`config.mk`:
```
export PLATFORM = sky130hd
export DESIGN_NAME = cbcr_config_regs
export DESIGN_NICKNAME = d
export VERILOG_FILES = /design/src/cbcr_config_regs.v
export VERILOG_INCLUDE_DIRS = /design/src /design/src/src
export SDC_FILE = /design/constraint.sdc
export NUM_CORES = 1
export LEC_CHECK = 0
export ABC_AREA = 0
export BUFFER_PORTS_ARGS = -buffer_cell sky130_fd_sc_hd__buf_2
export CORE_UTILIZATION = 54
export DETAILED_ROUTE_END_ITERATION = 7
export MAX_ROUTING_LAYER = met4
export PLACE_DENSITY = 0.76
export SLEW_MARGIN = 20
export SYNTH_ARGS = -nofsm -noshare
export SYNTH_HDL_FRONTEND = slang
export SYNTH_SLANG_ARGS = --single-unit
```
`constraint.sdc`:
```
create_clock -name core_clk -period 2.5 [get_ports core_clk]
set_input_delay 0.25 -clock core_clk [delete_from_list [all_inputs] [get_ports core_clk]]
set_output_delay 0.25 -clock core_clk [all_outputs]
set_load 0.02 [all_outputs]
```
`src/cbcr_consts.vh`:
```
// constants for the clock buffer configuration bank
`ifndef CBCR_CONSTS_VH
`define CBCR_CONSTS_VH

// byte locations
`define CBCR_LOC_OE        8'h00
`define CBCR_LOC_MODE      8'h01
`define CBCR_LOC_SLEW      8'h02
`define CBCR_LOC_FREQ      8'h03
`define CBCR_LOC_RSVD4     8'h04
`define CBCR_LOC_REV       8'h05
`define CBCR_LOC_DEVTYPE   8'h06
`define CBCR_LOC_STOP      8'h0b
`define CBCR_MAP_END       8'h0c

// field positions
`define CBCR_MODE_LATCH_HI 7
`define CBCR_MODE_LATCH_LO 6
`define CBCR_MODE_SOFT     5
`define CBCR_MODE_WR_HI    4
`define CBCR_MODE_WR_LO    3
`define CBCR_AMP_HI        1
`define CBCR_AMP_LO        0
`define CBCR_FREQ_EN       5
`define CBCR_FREQ_SEL_HI   4
`define CBCR_FREQ_SEL_LO   3
`define CBCR_FREQ_FB_FAST  0
`define CBCR_STOP_HI       1
`define CBCR_STOP_LO       0

// reset values
`define CBCR_RST_OE        8'hff
`define CBCR_RST_SLEW      8'hff
`define CBCR_RST_AMP       2'h2
`define CBCR_RST_STOP      2'h0
`define CBCR_RSVD_BYTE     8'hff
`define CBCR_STOP_RSVD_HI  2'h2

// disable states of the stop-control field
`define CBCR_STOP_LOW_LOW  2'h0
`define CBCR_STOP_HIZ      2'h1
`define CBCR_STOP_HIGH_LOW 2'h2
`define CBCR_STOP_LOW_HIGH 2'h3

// bus address and timing
`define CBCR_ADDR_UPPER    4'hd
`define CBCR_STRAP_WAIT    2'h3

`endif

```
`src/cbcr_config_regs.v`:
```
// smbus slave and configuration register bank of the clock buffer
`timescale 1ns/10ps
`include "cbcr_consts.vh"

// How it works
// zero enable bit forces output disable state
// mode readback bits latched from bandwidth strap
// soft source bit picks written mode bits
// amplitude field selects swing, powers up 10
// slew bits choose fast edges, reset ones
// bit five enables software frequency selection
// frequency select ignored unless enable set
// bit zero sets feedback edge rate
// location five holds fixed revision, vendor
// location six holds type and part number
// reserved bits read ones, except location 0x0b bits 7:2 (100000) and locations 7-10 (zero), writes ignored
// read-only field writes ignored, others kept
// slave-only block read and write
// stop after any byte keeps written bytes
// stop field sets true/complement disable state
module cbcr_config_regs #(
    parameter [3:0] REVISION_CODE = 4'h1,  // arbitrary value
    parameter [3:0] VENDOR_CODE   = 4'h5,  // arbitrary value
    parameter [1:0] PART_TYPE     = 2'h1,  // zero delay buffer
    parameter [5:0] PART_NUMBER   = 6'h15  // arbitrary value
) (
    // clock and reset
    input  wire       core_clk,
    input  wire       resetn,
    // smbus pins
    input  wire       scl_in,
    input  wire       sda_in,
    output reg        sda_out,
    output reg        sda_oe,
    // straps and output enable pins
    input  wire [2:0] bus_address_strap,
    input  wire [1:0] loop_bandwidth_strap,
    input  wire [7:0] out_enable_pin_n,
    // per-output run and edge rate, shared disable state
    output reg  [7:0] out_run,
    output reg  [7:0] out_edge_rate_fast,
    output reg        disable_true_level,
    output reg        disable_comp_level,
    output reg        disable_drive,
    // pll and frequency controls
    output reg  [1:0] pll_mode_active,
    output reg  [1:0] amplitude_sel,
    output reg        freq_soft_enable,
    output reg  [1:0] frequency_choice,
    output reg        feedback_edge_rate_fast
);
    localparam [6:0] ST_IDLE = 7'h01;
    localparam [6:0] ST_ADDR = 7'h02;
    localparam [6:0] ST_LOC  = 7'h04;
    localparam [6:0] ST_CNT  = 7'h08;
    localparam [6:0] ST_WDAT = 7'h10;
    localparam [6:0] ST_RCNT = 7'h20;
    localparam [6:0] ST_RDAT = 7'h40;

    // synchronisers: first stage is read only by the second
    reg  [9:0] pin_meta_reg;
    reg  [9:0] pin_sync_reg;
    reg  [1:0] line_last_reg;
    reg  [1:0] bw_meta_reg;
    reg  [1:0] bw_sync_reg;
    reg  [2:0] ad_meta_reg;
    reg  [2:0] ad_sync_reg;
    reg  [1:0] strap_wait_reg;
    reg  [2:0] addr_lo_reg;

    // register bank
    reg  [7:0] oe_ctrl_reg;
    reg  [1:0] mode_latched_reg;
    reg        mode_soft_reg;
    reg  [1:0] mode_write_reg;
    reg  [1:0] amp_reg;
    reg  [7:0] slew_reg;
    reg        freq_en_reg;
    reg  [1:0] freq_sel_reg;
    reg        fb_fast_reg;
    reg  [1:0] stop_reg;

    // protocol engine
    reg  [6:0] state_reg;
    reg  [6:0] state_after_reg;
    reg  [3:0] bit_cnt_reg;
    reg  [7:0] shift_reg;
    reg  [7:0] tx_reg;
    reg  [7:0] ptr_reg;
    reg  [7:0] remain_reg;
    reg        ack_ok_reg;
    reg        master_ack_reg;
    reg  [7:0] rd_data;
    reg  [7:0] rd_count;

    wire scl_s   = pin_sync_reg[0];
    wire sda_s   = pin_sync_reg[1];
    wire scl_up  = scl_s & ~line_last_reg[0];
    wire scl_dn  = ~scl_s & line_last_reg[0];
    wire start_c = scl_s & line_last_reg[0] & ~sda_s & line_last_reg[1];
    wire stop_c  = scl_s & line_last_reg[0] & sda_s & ~line_last_reg[1];
    wire xmit    = (state_reg == ST_RCNT) || (state_reg == ST_RDAT);

    // read data of the addressed location
    always @* begin
        rd_data  = 8'h00;
        rd_count = 8'h00;
        if (ptr_reg < `CBCR_MAP_END) begin
            rd_count = `CBCR_MAP_END - ptr_reg;
        end
        case (ptr_reg)
            `CBCR_LOC_OE:      rd_data = oe_ctrl_reg;
            // readback shows strap
            `CBCR_LOC_MODE:    rd_data = {mode_latched_reg, mode_soft_reg,
                                          mode_write_reg, 1'b1, amp_reg};
            `CBCR_LOC_SLEW:    rd_data = slew_reg;
            `CBCR_LOC_FREQ:    rd_data = {2'h3, freq_en_reg, freq_sel_reg,
                                          2'h3, fb_fast_reg};
            // reserved location reads ones
            `CBCR_LOC_RSVD4:   rd_data = `CBCR_RSVD_BYTE;
            // fixed identification
            `CBCR_LOC_REV:     rd_data = {REVISION_CODE, VENDOR_CODE};
            // fixed type and part
            `CBCR_LOC_DEVTYPE: rd_data = {PART_TYPE, PART_NUMBER};
            `CBCR_LOC_STOP:    rd_data = {`CBCR_STOP_RSVD_HI, 4'h0,
                                          stop_reg};
            default:           rd_data = 8'h00;
        endcase
    end

    // pin synchronisers and strap capture after reset release
    always @(posedge core_clk) begin
        pin_meta_reg  <= {out_enable_pin_n, sda_in, scl_in};
        pin_sync_reg  <= pin_meta_reg;
        line_last_reg <= pin_sync_reg[1:0];
        bw_meta_reg   <= loop_bandwidth_strap;
        bw_sync_reg   <= bw_meta_reg;
        ad_meta_reg   <= bus_address_strap;
        ad_sync_reg   <= ad_meta_reg;
        if (!resetn) begin
            strap_wait_reg   <= 2'h0;
            mode_latched_reg <= 2'h0;
            addr_lo_reg      <= 3'h0;
        end else if (strap_wait_reg != `CBCR_STRAP_WAIT) begin
            strap_wait_reg <= strap_wait_reg + 2'h1;
            if (strap_wait_reg == `CBCR_STRAP_WAIT - 2'h1) begin
                // latch bandwidth strap once
                mode_latched_reg <= bw_sync_reg;
                addr_lo_reg      <= ad_sync_reg;
            end
        end
    end

    // smbus slave engine and register writes
    always @(posedge core_clk) begin
        if (!resetn) begin
            state_reg       <= ST_IDLE;
            state_after_reg <= ST_IDLE;
            bit_cnt_reg     <= 4'h0;
            shift_reg       <= 8'h00;
            tx_reg          <= 8'h00;
            ptr_reg         <= 8'h00;
            remain_reg      <= 8'h00;
            ack_ok_reg      <= 1'b0;
            master_ack_reg  <= 1'b0;
            sda_out         <= 1'b0;
            sda_oe          <= 1'b0;
            oe_ctrl_reg     <= `CBCR_RST_OE;
            mode_soft_reg   <= 1'b0;
            mode_write_reg  <= 2'h0;
            amp_reg         <= `CBCR_RST_AMP;
            slew_reg        <= `CBCR_RST_SLEW;
            freq_en_reg     <= 1'b0;
            freq_sel_reg    <= 2'h0;
            fb_fast_reg     <= 1'b1;
            stop_reg        <= `CBCR_RST_STOP;
        end else if (start_c) begin
            // repeated start keeps the location pointer
            state_reg   <= ST_ADDR;
            bit_cnt_reg <= 4'h0;
            sda_oe      <= 1'b0;
        end else if (stop_c) begin
            // bytes already written stay committed
            state_reg <= ST_IDLE;
            sda_oe    <= 1'b0;
        end else if (state_reg != ST_IDLE) begin
            if (scl_up) begin
                bit_cnt_reg <= bit_cnt_reg + 4'h1;
                if (bit_cnt_reg < 4'h8) begin
                    shift_reg <= {shift_reg[6:0], sda_s};
                end else begin
                    master_ack_reg <= ~sda_s;
                end
            end else if (scl_dn && !xmit) begin
                if (bit_cnt_reg == 4'h8) begin
                    ack_ok_reg <= 1'b1;
                    sda_oe     <= 1'b1;
                    case (state_reg)
                        ST_ADDR: begin
                            // answer only our address
                            if (shift_reg[7:1] != {`CBCR_ADDR_UPPER,
                                                   addr_lo_reg}) begin
                                ack_ok_reg <= 1'b0;
                                sda_oe     <= 1'b0;
                            end
                            state_after_reg <= shift_reg[0] ? ST_RCNT
                                                            : ST_LOC;
                        end
                        ST_LOC: begin
                            ptr_reg         <= shift_reg;
                            state_after_reg <= ST_CNT;
                        end
                        ST_CNT: begin
                            remain_reg      <= shift_reg;
                            state_after_reg <= ST_WDAT;
                        end
                        ST_WDAT: begin
                            state_after_reg <= ST_WDAT;
                            if (remain_reg == 8'h00) begin
                                ack_ok_reg <= 1'b0;
                                sda_oe     <= 1'b0;
                            end else begin
                                remain_reg <= remain_reg - 8'h01;
                                ptr_reg    <= ptr_reg + 8'h01;
                                // only writable fields change
                                case (ptr_reg)
                                    `CBCR_LOC_OE:
                                        oe_ctrl_reg <= shift_reg;
                                    `CBCR_LOC_MODE: begin
                                        mode_soft_reg  <= shift_reg[
                                            `CBCR_MODE_SOFT];
                                        mode_write_reg <= shift_reg[
                                            `CBCR_MODE_WR_HI:
                                            `CBCR_MODE_WR_LO];
                                        amp_reg <= shift_reg[
                                            `CBCR_AMP_HI:`CBCR_AMP_LO];
                                    end
                                    `CBCR_LOC_SLEW:
                                        slew_reg <= shift_reg;
                                    `CBCR_LOC_FREQ: begin
                                        freq_en_reg  <= shift_reg[
                                            `CBCR_FREQ_EN];
                                        freq_sel_reg <= shift_reg[
                                            `CBCR_FREQ_SEL_HI:
                                            `CBCR_FREQ_SEL_LO];
                                        fb_fast_reg  <= shift_reg[
                                            `CBCR_FREQ_FB_FAST];
                                    end
                                    `CBCR_LOC_STOP:
                                        stop_reg <= shift_reg[
                                            `CBCR_STOP_HI:`CBCR_STOP_LO];
                                    default:
                                        ack_ok_reg <= 1'b1;
                                endcase
                            end
                        end
                        default: state_after_reg <= ST_IDLE;
                    endcase
                end else if (bit_cnt_reg == 4'h9) begin
                    bit_cnt_reg <= 4'h0;
                    if (!ack_ok_reg) begin
                        state_reg <= ST_IDLE;
                        sda_oe    <= 1'b0;
                    end else if (state_after_reg == ST_RCNT) begin
                        // block read opens with the count
                        state_reg <= ST_RCNT;
                        tx_reg    <= rd_count;
                        sda_oe    <= ~rd_count[7];
                    end else begin
                        state_reg <= state_after_reg;
                        sda_oe    <= 1'b0;
                    end
                end
            end else if (scl_dn) begin
                if (bit_cnt_reg < 4'h8) begin
                    sda_oe <= ~tx_reg[3'h7 - bit_cnt_reg[2:0]];
                end else if (bit_cnt_reg == 4'h8) begin
                    sda_oe <= 1'b0;
                end else begin
                    bit_cnt_reg <= 4'h0;
                    // a nack from the master ends the read
                    if (master_ack_reg) begin
                        state_reg <= ST_RDAT;
                        tx_reg    <= rd_data;
                        sda_oe    <= ~rd_data[7];
                        ptr_reg   <= ptr_reg + 8'h01;
                    end else begin
                        state_reg <= ST_IDLE;
                        sda_oe    <= 1'b0;
                    end
                end
            end
        end
    end

    // outputs toward the clock path
    always @(posedge core_clk) begin
        if (!resetn) begin
            out_run                 <= 8'h00;
            out_edge_rate_fast      <= `CBCR_RST_SLEW;
            disable_true_level      <= 1'b0;
            disable_comp_level      <= 1'b0;
            disable_drive           <= 1'b1;
            pll_mode_active         <= 2'h0;
            amplitude_sel           <= `CBCR_RST_AMP;
            freq_soft_enable        <= 1'b0;
            frequency_choice        <= 2'h0;
            feedback_edge_rate_fast <= 1'b1;
        end else begin
            // zero bit overrides the enable pin
            out_run            <= oe_ctrl_reg & ~pin_sync_reg[9:2];
            // per-output edge rate
            out_edge_rate_fast <= slew_reg;
            // disable state decode
            disable_drive      <= (stop_reg != `CBCR_STOP_HIZ);
            disable_true_level <= (stop_reg == `CBCR_STOP_HIGH_LOW);
            disable_comp_level <= (stop_reg == `CBCR_STOP_LOW_HIGH);
            // mode source select
            pll_mode_active    <= mode_soft_reg ? mode_write_reg
                                                : mode_latched_reg;
            // swing select
            amplitude_sel      <= amp_reg;
            // software frequency enable
            freq_soft_enable   <= freq_en_reg;
            // select bits gated by enable
            frequency_choice   <= freq_en_reg ? freq_sel_reg : 2'h0;
            // feedback edge rate
            feedback_edge_rate_fast <= fb_fast_reg;
        end
    end
endmodule

```
==> metrics.md <==
| Metric | Value |
|---|---|
| Status | completed |
| Routability Congestion | 0.9274 |
| Placeable core region | 11030 um^2 |
| Syn_nets | 700 |
| Largest net degree at the start of global routing | 49 |
| Post-layout nets | 765 |
| Die Y | 109.2 um |
| Worst-Skew Late Latency | 430 ps |
| Final hold slack | 221.8 ps |
| Crit path cell chain | or4_4, o311a_4, a32o_2, and2_2, a32o_1 |
| Clk buf depth | 2 |
| Total GRT Usage | 28.83% |
| H-tree depth | 4 |
| Post-synthesis instance area | 6207 um^2 |
| Clock Root Buffer | clkbuf_16 |
| Setup tns final | 0 ps |
| Syn. warnings | 0 |
| Final Max Slew Viols | 0 |
| Drc violations | 0 |
| Cell with the most instances after synthesis | dfxtp_1 |
| PortBufs | 44 |
| Antenna-violating nets left | 0 |
| TritonCTS clock tree | done |
| HP Class | input port to flop |
| Number of global-route vias before repair | 5101 |
| Met2 GRT Util | 47.66% |
| Total Wirelength | 15930 um |
| RSZ-0062 raised after global routing | false |
| CP required | 2810 ps |
| Via count | 5401 |
| Detailed Routing Iterations Pass 1 | 7 |
| Crit path max fanout | 11 |
| Max_cap viols | 0 |
| Clock Skew | 17.61 ps |
| Slew HR | 43.83% |
| Initial antenna violation count | 0 |
| Initial drt markers | 591 |
| DP Wirelength | 10770 um |
| Part of the cycle the worst path needs | 95.57% |
| Syn Area/Cell | 9.278 um^2 |
| Final Util | 66.67% |
| Synth Instances | 669 |
| Pwr dens | 668.2 nW/um^2 |
| Synth cell count leaders | dfxtp_1 (144), nor2_1 (75), nand2_1 (41) |
| Least-Margin Pin Slew | 841.4 ps |
| Post-synth top area share | 46.44% |
| FFs w/ async S/R, synth | 0% |
| Ports | 46 |
| Starting Density | 56.27% |
| Endpoint type of the worst setup path | flop |
| Slowest CP cell | or4_4 |
| Die X-Extent | 109.2 um |
| # diodes | 0 |
| Top_reg_cell synth | dfxtp_1 |
| Synth area leader | dfxtp_1 |
| GRT Residual Overflow | 0 |
| Worst Path Arrival | 2700 ps |
| Fin. Hold Viols | 0 |
| Worst VDD drop | 550.6 uV |
| Post-synth EDFFs | 0 |
| Max Freq | 418.6 MHz |
| Grt peak-use layer | met2 |
| P_leak | 2.937 nW |
| Met3 usage | 7.053% |
| Synth Register Bits | 144 |
| Synth top area cells | dfxtp_1 (46%), mux2i_1 (4.7%), nor2_1 (4.5%), ha_1 (2.8%), nand2_1 (2.5%) |
| CTS buffer count | 17 |
| Sink Count | 144 |
| Sequential share of the synthesized area | 46.44% |
| FP Rows | 38 |
| CP Class | flop to flop |
| Critical path's largest stage delay | 640 ps |
| Crit start category | flop |
| Die ar. | 11930 um^2 |
| Layout cells sized above 1 | 17.99% |
| Avg WL per Cell | 18.00 um |
| Via/cell ratio | 6.103 |
| Setup-failing EPs final | 0 |
| Worst-path clk slew | 60 ps |
| First-pass GRT wire length | 25080 um |
| Cell variety after synth | 68 |
| Min Tclk post-route | 2389 ps |
| Syn-to-layout area delta | 18.48% |
| Routing usage on met1 | 33.33% |
[cell families after synthesis]
family	after synthesis	synth area share, %
compound gates	149	17.80
xor+xnor	10	1.411
fa+ha+maj	14	2.822
buf+inv	73	4.898
flops	144	46.44
mux	37	6.491
other cells	1	0.06041
simple gates	241	20.08
[path summary, 6_finish.rpt]
path | end | from | slack [ps] | cells past startpoint
hold reg to reg | bw_sync_reg[1]$_DFF_P_ | bw_meta_reg[1]$_DFF_P_ | 320 | 0
hold / removal | master_ack_reg$_SDFFE_PN0P_ | resetn | 220 | 2
setup / recovery | ptr_reg[2]$_SDFFE_PN0P_ | state_reg[0]$_SDFFE_PN1P_ | 110 | 5
setup reg to reg | ptr_reg[2]$_SDFFE_PN0P_ | state_reg[0]$_SDFFE_PN1P_ | 110 | 5
[what timing repair did]
action,4_1_cts,5_1_grt
setup endpoints to repair,0,7
buffers inserted,0,0
resized for setup,0,5
hold endpoints to repair,15,0
hold buffers,15,0
[worst max-delay path: cells and delay by family (launching register included)]
family	cells	cell delay (ps)
flops	1	340
compound gates	3	1020
simple gates	2	910
[cells in the final DEF, fill, tap and decap left out, types with 5 or more instances in the layout]
cell type / n
a211o_1: 9
a21oi_1: 26
a311oi_1: 6
a31o_2: 5
a31oi_1: 21
and2_1: 6
and3_1: 10
and4_1: 5
buf_2: 44
buf_4: 34
clkbuf_16: 17
dfxtp_1: 144
dlygate4sd3_1: 15
ha_1: 14
inv_1: 25
mux2_2: 6
mux2i_1: 29
nand2_1: 41
nand2b_1: 17
nand3_1: 25
nand4_1: 15
nor2_1: 75
nor3_1: 9
nor3b_1: 12
o211ai_1: 12
o21ai_0: 19
o31ai_1: 9
xnor2_1: 5
xor2_1: 5
[cell type report]
cell class	instances	area, um^2
Fill cell	886	3676
Clock inverter	11	85.08
Inverter	26	97.59
Multi-Input combinational cell	452	3045
Timing Repair Buffer	93	625.6
Tap cell	140	175.2
Clock buffer	19	442.9
Sequential cell	144	2883
[where the power goes]
group	switching, W	internal, W
Combinational	0.000150	0.000105
Clock	0.000988	0.00129
Sequential	0.0000292	0.00235
[metrics by stage]
step | instance area (um^2) | setup WS (ps) | std cells | total power [W]
3_5_place_dp | 6651 | 86.62 | 840 | 0.002665
3_3_place_gp | 6651 | 123.9 | 840 | 0.002652
5_1_grt | 7355 | 60.27 | 885 | 0.005070
4_1_cts | 7330 | 71.42 | 885 | 0.004943
6_report | 7355 | 110.8 | 885 | 0.004914
2_1_floorplan | 6207 | 158.6 | 669 | 0.002585
[metal layers]
layer / share of wire, % / wire [um]
met5: 0 / 0
met3: 5.4 / 853
met4: 2.3 / 367
met2: 49 / 7859
met1: 43 / 6846
Note: power is estimated with default switching activity, not from simulation.
